==> src/indirect_access_defines.vh <==
`ifndef INDIRECT_ACCESS_DEFINES_VH
`define INDIRECT_ACCESS_DEFINES_VH

// Bridge register space offsets
`define IA_OFF_DATA 8'h10
`define IA_OFF_CMD 8'h14

// Command word fields
`define IA_OP_HI 31
`define IA_OP_LO 28
`define IA_SEL_BIT 26
`define IA_SIZE_BIT 27
`define IA_ADDR_HI 19
`define IA_OP_IO_WRITE 4'h1
`define IA_OP_IO_READ 4'h2
`define IA_OP_MMIO_WRITE 4'h4
`define IA_OP_MMIO_READ 4'h8

// Local addresses held inside the block
`define IA_LOC_PWB 20'h01C80
`define IA_LOC_WRB 20'hCDE02
`define IA_LOC_WWO 20'hCDE04
`define IA_LOC_WWC 20'hCDE06

// Private window base fields
`define IA_PWB_FIXED_HI 4'h1
`define IA_PWB_BOOTMAP_BIT 9
`define IA_PWB_HOLD_BIT 8
`define IA_PWB_WDOG_BIT 7
`define IA_PWB_PAGE_HI 6
`define IA_PAGE_INIT_NOROM 7'h00
`define IA_PAGE_INIT_BOOT 7'h70

// Window bound reset value and forced-zero bit
`define IA_BOUND_RESET 16'h0000
`define IA_BOUND_ZERO_BIT 8

// Attention bit that suppresses the access interrupt
`define IA_ATTN_NOIRQ_BIT 6

`endif

==> src/window_bound_regs.v <==
`timescale 1ns/1ps
`default_nettype none
`include "indirect_access_defines.vh"

module window_bound_regs (
  // Clock and reset
  input wire clk,
  input wire rst_n,
  // Core processor load port
  input wire boundWr,
  input wire [1:0] boundSel,
  input wire [15:0] boundData,
  // Readback select
  input wire [1:0] rdSel,
  output reg [15:0] rdValue,
  // Write permission check
  input wire [15:0] chkAddr,
  input wire writeAll,
  output reg chkAllow_r
);

  wire [15:0] stored [0:2];
  wire [15:0] natural [0:2];
  genvar g;

  // Bound storage, bit 8 held at zero; stored value is byte-swapped
  generate
    for (g = 0; g < 3; g = g + 1)
    begin : gBound
      reg [15:0] bound_r;
      always @(posedge clk or negedge rst_n)
      begin
        if (!rst_n)
          bound_r <= `IA_BOUND_RESET;
        else if (boundWr && {30'h0, boundSel} == g)
          bound_r <= boundData & ~(16'h0001 << `IA_BOUND_ZERO_BIT);
      end
      assign stored[g] = bound_r;
      // Low address byte sits in [15:8], high byte in [7:0]
      assign natural[g] = {bound_r[7:0], bound_r[15:8]};
    end
  endgenerate

  // Readback mux: 0 base, 1 open, 2 close
  always @*
  begin
    case (rdSel)
      2'h0: rdValue = stored[0];
      2'h1: rdValue = stored[1];
      2'h2: rdValue = stored[2];
      default: rdValue = 16'h0000;
    endcase
  end

  // Permission: below close, at or above open or region base; override all
  always @(posedge clk or negedge rst_n)
  begin
    if (!rst_n)
      chkAllow_r <= 1'b0;
    else
      chkAllow_r <= writeAll
        || (chkAddr < natural[2]
        && (chkAddr >= natural[1] || chkAddr >= natural[0]));
  end

endmodule // window_bound_regs
`default_nettype wire

==> src/indirect_local_access_port.v <==
`timescale 1ns/1ps
`default_nettype none
`include "indirect_access_defines.vh"

// Summary of operation
// I/O write command has 0001 in bits 31:28, then the size bit.
// I/O commands drive command bits 19:0 onto the local address bus; the code drives bits 15:0 and holds 19:16 at zero.
// Host writes the command first, then the data word that performs it.
// Host uses only 8 or 16 bit data accesses, never 24 or 32.
// Host matches byte or word commands to each local register's width.
// A 16-bit read/write data register sits at offset 10.
// Data access opposite to the command's direction answers with target abort.
// Data read answers retry until the local read data has arrived.
// Byte reads return data in bits 7:0 whatever the address parity.
// Byte writes take data from bits 7:0; the upper byte is ignored.
// Private window base at 1C80h; bits 15:12 read 0001, bits 1:0 zero.
// Bit 11 maps boot code; set when ROM fitted and remote boot wanted.
// Bit 10 holds core processor in reset when no ROM is fitted.
// Bit 9 disables the watchdog timer; cleared by default.
// Bits 8:2 select private page; 00h without ROM, 1C0h for boot.
// Boot code returns the page select to 00h before normal operation.
// Read-only region base at CDE02h; writes allowed from it to window top.
// Bound registers hold low address byte in 15:8, high byte in 7:0.
// Host write to a bound register raises access interrupt unless attention bit 6.
// Bit 8 of each bound register reads as zero.
// Close bound at CDE06h is the first non-writable offset.
// Open bound at CDE04h is the first writable address.
// Command bit 27 selects byte (0) or word (1) access.
// Shared memory write-all bit overrides the write window bounds.
module indirect_local_access_port (
  // Clock and reset
  input wire clk,
  input wire arst_n,
  // Board straps
  input wire flashFitted,
  input wire remoteBoot,
  // Host register access
  input wire hostReq,
  input wire hostWrite,
  input wire [7:0] hostOffset,
  input wire [3:0] hostBe,
  input wire [31:0] hostWdata,
  output reg hostDone_r,
  output reg hostRetry_r,
  output reg hostAbort_r,
  output reg [31:0] hostRdata_r,
  // Local bus
  output reg [19:0] localAddr_r,
  output reg [15:0] localWdata_r,
  output reg localByte_r,
  output reg localWr_r,
  output reg localRd_r,
  input wire [15:0] localRdata,
  input wire localRdValid,
  // Core processor side
  input wire [7:0] coreProcAttention,
  input wire sharedMemWriteAll,
  input wire boundWr,
  input wire [1:0] boundSel,
  input wire [15:0] boundData,
  input wire [15:0] memChkAddr,
  output wire memWrAllow_r,
  output reg accessIrq_r,
  // Private window base controls
  output wire bootRomMapEn_r,
  output wire coreProcHold_r,
  output wire watchdogDisable_r,
  output wire [6:0] privatePageSelect_r
);

  // Read sequencing states, one-hot
  localparam [2:0] ST_IDLE = 3'h1;
  localparam [2:0] ST_WAIT = 3'h2;
  localparam [2:0] ST_HAVE = 3'h4;

  reg rstMeta_r;
  reg rst_r;
  reg strapDone_r;
  reg [31:0] cmd_r;
  reg [15:0] data_r;
  reg [9:0] pwb_r;
  reg [2:0] state_r;
  reg [2:0] state_nxt;
  // Decoded command and host strobes
  wire [3:0] access_a;
  wire isByte;
  wire [19:0] locAddr;
  wire cmdIoWr;
  wire cmdIoRd;
  wire cmdMmWr;
  wire cmdMmRd;
  wire cmdIsWr;
  wire cmdIsRd;
  wire hitPwb;
  wire hitBound;
  wire [1:0] boundIdx;
  wire [15:0] boundValue;
  wire [15:0] pwbFull;
  wire [15:0] byteSrc;
  wire [2:0] beCount;
  wire dataWr;
  wire dataRd;
  wire cmdWr;
  wire tooWide;
  wire [15:0] wrWord;

  // Reset release through two flops
  always @(posedge clk or negedge arst_n)
  begin
    if (!arst_n)
    begin
      rstMeta_r <= 1'b0;
      rst_r <= 1'b0;
    end
    else
    begin
      rstMeta_r <= 1'b1;
      rst_r <= rstMeta_r;
    end
  end

  // Command decode
  assign access_a = cmd_r[`IA_OP_HI:`IA_OP_LO];
  assign isByte = ~cmd_r[`IA_SIZE_BIT];
  assign locAddr = cmd_r[`IA_ADDR_HI:0];
  assign cmdIoWr = (access_a == `IA_OP_IO_WRITE);
  assign cmdIoRd = (access_a == `IA_OP_IO_READ);
  assign cmdMmWr = (access_a == `IA_OP_MMIO_WRITE) && !cmd_r[`IA_SEL_BIT];
  assign cmdMmRd = (access_a == `IA_OP_MMIO_READ) && !cmd_r[`IA_SEL_BIT];
  assign cmdIsWr = cmdIoWr || cmdMmWr;
  assign cmdIsRd = cmdIoRd || cmdMmRd;

  // Local targets kept inside the block
  assign hitPwb = (cmdIoWr || cmdIoRd) && ({4'h0, locAddr[15:1], 1'h0} == `IA_LOC_PWB);
  assign hitBound = (cmdMmWr || cmdMmRd)
    && (locAddr == `IA_LOC_WRB || locAddr == `IA_LOC_WWO || locAddr == `IA_LOC_WWC);
  assign boundIdx = locAddr[2:1] - 2'h1;

  // Private window base as seen by software
  assign pwbFull = {`IA_PWB_FIXED_HI, pwb_r, 2'h0};
  assign bootRomMapEn_r = pwb_r[`IA_PWB_BOOTMAP_BIT];
  assign coreProcHold_r = pwb_r[`IA_PWB_HOLD_BIT];
  assign watchdogDisable_r = pwb_r[`IA_PWB_WDOG_BIT];
  assign privatePageSelect_r = pwb_r[`IA_PWB_PAGE_HI:0];

  // Host strobe decode
  assign dataWr = hostReq && hostWrite && hostOffset == `IA_OFF_DATA;
  assign dataRd = hostReq && !hostWrite && hostOffset == `IA_OFF_DATA;
  assign cmdWr = hostReq && hostWrite && hostOffset == `IA_OFF_CMD;
  assign beCount = {2'h0, hostBe[0]} + {2'h0, hostBe[1]}
    + {2'h0, hostBe[2]} + {2'h0, hostBe[3]};
  assign tooWide = beCount > 3'h2;

  // Byte writes take only bits 7:0
  assign wrWord = isByte ? {8'h00, hostWdata[7:0]} : hostWdata[15:0];

  // Byte reads land in bits 7:0, upper byte returned as zero
  assign byteSrc = hitPwb ? pwbFull : boundValue;

  window_bound_regs uBounds (
    .clk(clk),
    .rst_n(rst_r),
    .boundWr(boundWr),
    .boundSel(boundSel),
    .boundData(boundData),
    .rdSel(boundIdx),
    .rdValue(boundValue),
    .chkAddr(memChkAddr),
    .writeAll(sharedMemWriteAll),
    .chkAllow_r(memWrAllow_r)
  );

  // Command register, byte-enabled host writes
  always @(posedge clk or negedge rst_r)
  begin
    if (!rst_r)
      cmd_r <= 32'h00000000;
    else if (cmdWr)
    begin
      if (hostBe[0]) cmd_r[7:0] <= hostWdata[7:0];
      if (hostBe[1]) cmd_r[15:8] <= hostWdata[15:8];
      if (hostBe[2]) cmd_r[23:16] <= hostWdata[23:16];
      if (hostBe[3]) cmd_r[31:24] <= hostWdata[31:24];
    end
  end

  // Private window base: strap load after reset, then I/O writes
  always @(posedge clk or negedge rst_r)
  begin
    if (!rst_r)
    begin
      strapDone_r <= 1'b0;
      pwb_r <= 10'h000;
    end
    else if (!strapDone_r)
    begin
      strapDone_r <= 1'b1;
      pwb_r[`IA_PWB_BOOTMAP_BIT] <= flashFitted && remoteBoot;
      pwb_r[`IA_PWB_HOLD_BIT] <= !flashFitted;
      pwb_r[`IA_PWB_WDOG_BIT] <= 1'b0;
      pwb_r[`IA_PWB_PAGE_HI:0] <= (flashFitted && remoteBoot)
        ? `IA_PAGE_INIT_BOOT : `IA_PAGE_INIT_NOROM;
    end
    else if (dataWr && cmdIoWr && hitPwb && !tooWide)
    begin
      if (!isByte)
        pwb_r <= wrWord[11:2];
      else if (!locAddr[0])
        pwb_r[5:0] <= wrWord[7:2];
      else
        pwb_r[9:6] <= wrWord[3:0];
    end
  end

  // Data register holds the last word moved either way
  always @(posedge clk or negedge rst_r)
  begin
    if (!rst_r)
      data_r <= 16'h0000;
    else if (dataWr && cmdIsWr && !tooWide)
      data_r <= wrWord;
    else if (state_r == ST_WAIT && localRdValid)
      data_r <= isByte ? {8'h00, localRdata[7:0]} : localRdata;
    else if (dataRd && cmdIsRd && (hitPwb || hitBound))
    begin
      if (!isByte)
        data_r <= byteSrc;
      else if (locAddr[0])
        data_r <= {8'h00, byteSrc[15:8]};
      else
        data_r <= {8'h00, byteSrc[7:0]};
    end
  end

  // Read sequencing for slow local reads
  always @*
  begin
    state_nxt = state_r;
    case (state_r)
      ST_IDLE:
        if (dataRd && cmdIsRd && !hitPwb && !hitBound && !tooWide)
          state_nxt = ST_WAIT;
      ST_WAIT:
        if (localRdValid)
          state_nxt = ST_HAVE;
      ST_HAVE:
        if (dataRd)
          state_nxt = ST_IDLE;
      default:
        state_nxt = ST_IDLE;
    endcase
    if (cmdWr)
      state_nxt = ST_IDLE;
  end

  // State register
  always @(posedge clk or negedge rst_r)
  begin
    if (!rst_r)
      state_r <= ST_IDLE;
    else
      state_r <= state_nxt;
  end

  // Local bus strobes and address
  always @(posedge clk or negedge rst_r)
  begin
    if (!rst_r)
    begin
      localAddr_r <= 20'h00000;
      localWdata_r <= 16'h0000;
      localByte_r <= 1'b0;
      localWr_r <= 1'b0;
      localRd_r <= 1'b0;
    end
    else
    begin
      localWr_r <= dataWr && cmdIsWr && !hitPwb && !hitBound && !tooWide;
      localRd_r <= dataRd && cmdIsRd && !hitPwb && !hitBound && !tooWide
        && state_r == ST_IDLE;
      // Address and data follow every data access
      if (dataWr || dataRd)
      begin
        localAddr_r <= cmdIoWr || cmdIoRd ? {4'h0, locAddr[15:0]} : locAddr;
        localWdata_r <= wrWord;
        localByte_r <= isByte;
      end
    end
  end

  // Host answers: done, retry or abort, one cycle after the request
  always @(posedge clk or negedge rst_r)
  begin
    if (!rst_r)
    begin
      hostDone_r <= 1'b0;
      hostRetry_r <= 1'b0;
      hostAbort_r <= 1'b0;
      hostRdata_r <= 32'h00000000;
    end
    else
    begin
      hostDone_r <= 1'b0;
      hostRetry_r <= 1'b0;
      hostAbort_r <= 1'b0;
      if (hostReq)
      begin
        if ((dataRd && cmdIsWr) || (dataWr && cmdIsRd) || ((dataRd || dataWr) && tooWide))
          hostAbort_r <= 1'b1;
        else if (dataRd && cmdIsRd && !hitPwb && !hitBound
          && state_r != ST_HAVE)
          hostRetry_r <= 1'b1;
        else
          hostDone_r <= 1'b1;
        if (dataRd && state_r == ST_HAVE)
          hostRdata_r <= {16'h0000, data_r};
        else if (dataRd && (hitPwb || hitBound) && cmdIsRd)
          hostRdata_r <= isByte
            ? {24'h000000, locAddr[0] ? byteSrc[15:8] : byteSrc[7:0]}
            : {16'h0000, byteSrc};
        else if (dataRd)
          hostRdata_r <= {16'h0000, data_r};
        else if (!hostWrite && hostOffset == `IA_OFF_CMD)
          hostRdata_r <= cmd_r;
        else
          hostRdata_r <= 32'h00000000;
      end
    end
  end

  // Host write to a bound register is dropped; flagged unless attention bit 6 is set
  always @(posedge clk or negedge rst_r)
  begin
    if (!rst_r)
      accessIrq_r <= 1'b0;
    else
      accessIrq_r <= dataWr && cmdMmWr && hitBound && !tooWide
        && !coreProcAttention[`IA_ATTN_NOIRQ_BIT];
  end

endmodule // indirect_local_access_port
`default_nettype wire

==> config.mk <==
export PLATFORM = sky130hd
export DESIGN_NAME = indirect_local_access_port
export DESIGN_NICKNAME = d
export VERILOG_FILES = /design/src/window_bound_regs.v /design/src/indirect_local_access_port.v
export VERILOG_INCLUDE_DIRS = /design/src
export SDC_FILE = /design/constraint.sdc
export NUM_CORES = 1
export LEC_CHECK = 0
export BUFFER_PORTS_ARGS = -buffer_cell sky130_fd_sc_hd__buf_2
export CAP_MARGIN = 5
export CORE_MARGIN = 3
export CORE_UTILIZATION = 35
export CTS_CLUSTER_SIZE = 28
export DETAILED_ROUTE_END_ITERATION = 7
export PLACE_DENSITY_LB_ADDON = 0.1
export SYNTH_ARGS = -nofsm -noshare
export SYNTH_HDL_FRONTEND = slang
export SYNTH_SLANG_ARGS = --single-unit
==> constraint.sdc <==
create_clock -name clk -period 6.25 [get_ports clk]
set_input_delay 0.625 -clock clk [delete_from_list [all_inputs] [get_ports clk]]
set_output_delay 0.625 -clock clk [all_outputs]
set_load 0.02 [all_outputs]
==> results.toml, run 1 <==
[logic_synthesis]
yosysWarnings = 0
seq_area_frac_synth_pct = 47.8
synth_edf_count = 0
synth_area_per_cell_sq_um = 10.6
synth_cell_types = 72
syn_inst = 912
synth_area_sq_mm = 0.00969
async_reset_ff_share_pct = 100
synth-main-ff-cell = "dfrtp_1"
synth_seq_cells = 185

[cts]
cts_max_path_buffers = 2
cts_sinks = 185
post-cts-setup-buffers = 0
numCtsBuffers = 17
ctsHoldBuffers = 1
cts-htree-levels = 4
cts_tree = "done"
clk_pin_slew_ps = 90
post_cts_resized = 0
clk_latency_ps = 440
cts-root-buf = "clkbuf_16"

[worst_setup_path]
crit_start = "hostBe[0]"
cp_top_family = "simple AND/OR/NAND/NOR gates"
timing.rr.start = "cmd_r[3]"
crit_top_cell = "ha_1"
slowest_delay_ps = 810
cp.required_ps = 6570
critPathArrivalTime_ps = 3760
worst_setup_path_end_kind = "register"
setup.worst_path.class = "input port to register"
critPathLaunchType = "input port"
cpMaxStageDelayCell = "nor4_1"
cp_max_fo = 4
path_cells = "buf_2 > fa_1 > ha_1 > ha_1 > nor3b_1 > o21ai_0 > nor4_1 > o21ai_1 > mux2i_1 > a21oi_1"
cp_num_buf_inv = 1
r2r_setup_slack_ps = 3150

[final_layout]
final_cell_mix = "buf_2, dfrtp_1, mux2_2"
nets = 1252
final_common_cell = "buf_2"
syn_to_final_growth_pct = 19.4
drive_above_1_share_pct = 31.6
n_antenna_cell = 0

[route]
routed_via_density = 5.26
drt_pass1_iterations = 5
wirelength_um = 31000
routedWlPerCell_um = 20.9
ant_nets = 0
drc_errors = 0
dr_total_vias = 7768
first_iter_violations = 542

[floorplan]
coreArea_sq_mm = 0.0271
design.die.area_sq_mm = 0.0297
start_util_pct = 35.8
die_h_um = 172
ios = 197
fp.dieW_um = 172
num_rows = 60

[global_routing]
antenna_found_initial = 1
grt_pass1_vias = 7524
grt_pass1_wl_um = 46400
grt_max_degree = 68
track_usage_pct = 20.8
gr-total-overflow = 0

[sta]
hold_viol = 0
fmax_mhz = 291
setup_viol = 0
finalSetupTns_ps = 0
fin_crit_sh_pct = 55.0
fin_ws_ps = 2810
relSlewSlack_pct = 26.7
fin_crit_ps = 3440
drv_slew = 0
rsz0062_at_grt = "no"
clock_skew_ps = 16.9
worstMarginPinSlew_ps = 1100

[pwr]
leakage_uw = 0.00581
clkPwrFrac_pct = 39.6
p_total_uw = 2770
powerDensity_mw_per_mm2 = 240
switching_share_pct = 29.4
combPwrFrac_pct = 12.8
p_int_uw = 1960
irDropWorstVdd_mv = 0.158
power_frac_seq_pct = 47.7
power_switching_uw = 814

[placed_design]
dpl.hpwl_um = 22800
pre_cts_ws_ps = 2350
gp_congestion = 0.867
portBuffers = 188

[hold_path]
hold_path_class = "register to register"
hold_path_startpoint = "rstMeta_r"

[job]
maxCapViolCount = 0

[run_status]
status = "complete, no violations"
==> stage by stage <==
stage,utilization (%),hold WS [ps],instances,area [sq um]
3_3_place_gp,40.5,339,1445,11000
5_1_grt,42.7,371,1478,11600
4_1_cts,42.7,356,1478,11600
2_1_floorplan,-,329,913,9690
3_5_place_dp,40.5,336,1445,11000
6_report,42.7,353,1478,11600
==> sequential cells by signal (all words and copies together) (netlist names), 3 cells and up <==
signal	flops
localWdata_r	16
data_r	16
hostRdata_r	32
uBounds.gBound.bound_r	45
cmd_r	32
localAddr_r	20
state_r	3
pwb_r	10
==> layer usage <==
metal  vias to the layer above  GRT usage, %  wire length, um
met5                         -             0               13
met4                         2          3.64              211
met3                        12          3.68             1700
met2                       228          31.3            14000
met1                      3851          31.7            15100
li1                       3675             -                -
==> final timing paths <==
kind | end | depth (start not counted)
worst min-delay path | rst_r | 0
max in group asynchronous | uBounds.gBound[0].bound_r[1] | 1
worst min register to register | rst_r | 0
worst max register to register | pwb_r[8] | 6
worst max-delay path | pwb_r[8] | 10
min in group asynchronous | localWdata_r[2] | 0
==> Yosys cell counts, types with 6 or more instances <==
library cell  count  area (sq um)
nand2_1          81           304
nand4_1          11          68.8
clkbuf_1         29           109
dfrtp_1         184          4600
a22oi_1          14           105
o21ai_0          74           370
a211o_1           6          52.6
nor2_1           37           139
nor4b_1           7          61.3
nor4_1            7          43.8
nand2b_1          6          37.5
ha_1             47           588
mux2i_1          17           170
mux2_2           97          1090
a31oi_1           7          43.8
a21o_1           13          97.6
a211oi_1         11          82.6
nand3_1          19          95.1
o211ai_1         10          75.1
nor3b_1          10          75.1
a21oi_1          37           185
nor3_1           10          50.1
or3_1             7          43.8
a22o_1           23           201
nor2b_1          10          62.6
inv_1            67           251
==> cells by family after synthesis <==
logic type / synth area share (%)
AOI/OAI and AO/OA: 15.5
xor gates and xnor gates: 0.181
adders and majority gates: 6.27
buffers and inverters: 4.97
DFF: 47.8
muxes: 13.2
other: 0.0387
and+or+nand+nor: 12.0
==> power by group through the flow <==
stage	logic [uW]	registers [uW]	clock network, uW
after floorplan	212	1340	0
after global placement	354	1340	0
after detailed placement	357	1340	0
after CTS	360	1320	1130
after global routing	407	1330	1180
final	354	1320	1100
==> final cells by class <==
cell class	count	area, sq um
fillers	2696	15500
flip-flops and latches	185	4630
multi-input cells	621	4600
repair buffers	201	1040
well taps	372	465
clock buffers	18	429
inverters	67	251
clock inverters	14	150
No activity file was read; power rests on OpenSTA's default activity.
==> run 2: changes to the inputs <==
- clock period: 6.25 -> 3.3 ns (I/O delays scaled with it)
==> results.toml, run 2 (synthesized netlist as in run 1, its figures left out) <==
[run_status]
status = "complete, no violations"

[cts]
cts-htree-levels = 4
cts-root-buf = "clkbuf_16"
numCtsBuffers = 17
cts_max_path_buffers = 2
cts_sinks = 185
clk_pin_slew_ps = 80
cts_tree = "done"
clk_latency_ps = 440

[route]
wirelength_um = 31400
ant_nets = 0
drc_errors = 0
routedWlPerCell_um = 20.9
first_iter_violations = 528
drt_pass1_iterations = 5
dr_total_vias = 7846
routed_via_density = 5.22

[final_layout]
syn_to_final_growth_pct = 21.3
top_register = "uBounds.gBound.bound_r"
final_area_sq_mm = 0.0118
reg_top3 = "uBounds.gBound.bound_r: 45 flops, cmd_r: 32 flops, hostRdata_r: 32 flops"
nets = 1275
final_common_cell = "buf_2"
largest_reg_flops = 45
drive_above_1_share_pct = 33.0
final_cell_mix = "buf_2, dfrtp_1, mux2_2"

[sta]
fin_crit_ps = 2720
finalSetupTns_ps = 0
rsz0062_at_grt = "no"
worstMarginPinSlew_ps = 1120
relSlewSlack_pct = 25.4
fin_crit_sh_pct = 82.6
fin_ws_ps = 576
setup_viol = 0
hold_viol = 0
drv_slew = 0
clock_skew_ps = 14.4
fmax_mhz = 367

[worst_setup_path]
cp_top_family = "adder cells"
setup.worst_path.class = "input port to register"
critPathArrivalTime_ps = 3040
worst_setup_path_end_kind = "register"
critPathLaunchType = "input port"
cpMaxStageDelayCell = "or4_1"
cp_num_buf_inv = 2
cp_max_fo = 4
slowest_delay_ps = 680
cp.required_ps = 3610
crit_top_cell = "ha_1"
path_cells = "buf_2 > fa_1 > ha_1 > ha_1 > nor3b_1 > buf_4 > nor2_1 > or4_1 > o211ai_1 > o22ai_1 > mux2_2"

[global_routing]
gr-total-overflow = 0
track_usage_pct = 21.5
use_met3_pct = 3.96
grt.busiest_layer = "met1"
use_met1_pct = 32.5
grt_pass1_wl_um = 48000
grt_max_degree = 70
grt_pass1_vias = 7826
antenna_found_initial = 2
met2_usage_pct = 31.9

[floorplan]
design.die.area_sq_mm = 0.0297
start_util_pct = 35.8
coreArea_sq_mm = 0.0271
fp.dieW_um = 172
die_h_um = 172
ios = 197
num_rows = 60

[pwr]
leakage_uw = 0.00593
powerDensity_mw_per_mm2 = 442
p_total_uw = 5190
irDropWorstVdd_mv = 0.221

[placed_design]
dpl.hpwl_um = 23700
portBuffers = 188
gp_congestion = 0.865
place_area_sq_mm = 0.0112
pre_cts_ws_ps = 162

[hold_path]
hold_path_class = "input port to register"

[job]
maxCapViolCount = 0
==> run 2: changes by cell type in the layout (fill, tap and decap cells not counted) <==
cell / previous run / this run
clkinvlp_4: 2 / 0
clkinv_2: 0 / 1
buf_4: 12 / 33
diode_2: 0 / 2
buf_12: 0 / 2
clkinv_4: 0 / 5
clkinv_8: 2 / 0
inv_8: 6 / 4
==> run 2: where the power goes <==
group / leakage (uW) / switching (uW) / internal, uW
Clock: 0.000278 / 992 / 1000
Sequential: 0.00244 / 107 / 2390
Combinational: 0.00321 / 387 / 313
==> run 2: final timing paths <==
| path | from | slack, ps | cells past startpoint | to |
|---|---|---|---|---|
| max reg2reg | cmd_r[2] | 600 | 7 | data_r[9] |
| max | hostBe[0] | 580 | 11 | data_r[10] |
| max in group asynchronous | rst_r | 2010 | 1 | state_r[0] |
| min reg2reg | rstMeta_r | 360 | 0 | rst_r |
| min | hostWdata[22] | 120 | 2 | cmd_r[22] |
| min in group asynchronous | arst_n | 190 | 2 | rst_r |
==> run 2: through the flow <==
stage | util (%) | hold slack, ps | std cells
2_1_floorplan | - | 34.4 | 913
6_report | 43.4 | 119 | 1503
3_5_place_dp | 41.2 | 120 | 1468
3_3_place_gp | 41.2 | 117 | 1468
4_1_cts | 43.3 | 93.3 | 1501
5_1_grt | 43.4 | 97.8 | 1503
==> run 2: what timing repair did <==
action                                  in CTS  in global routing
hold buffers                                 1                  0
endpoints found under the setup margin       0                  0
hold endpoints to repair                     2                  0
buffers inserted                             0                  0
resized for setup                            0                  0
==> run 2: cell type report <==
cell class	count	area [sq um]
clock inverters	14	129
diodes	2	5.00
multi-input cells	621	4600
fillers	2714	15300
flip-flops and latches	185	4630
inverters	67	251
well taps	372	465
repair buffers	224	1240
clock buffers	18	429
==> run 2: per-layer routing <==
metal,routed length (um),vias to the layer above
li1,-,3722
met5,0,-
met3,1830,17
met1,15400,3867
met4,324,0
met2,13900,240
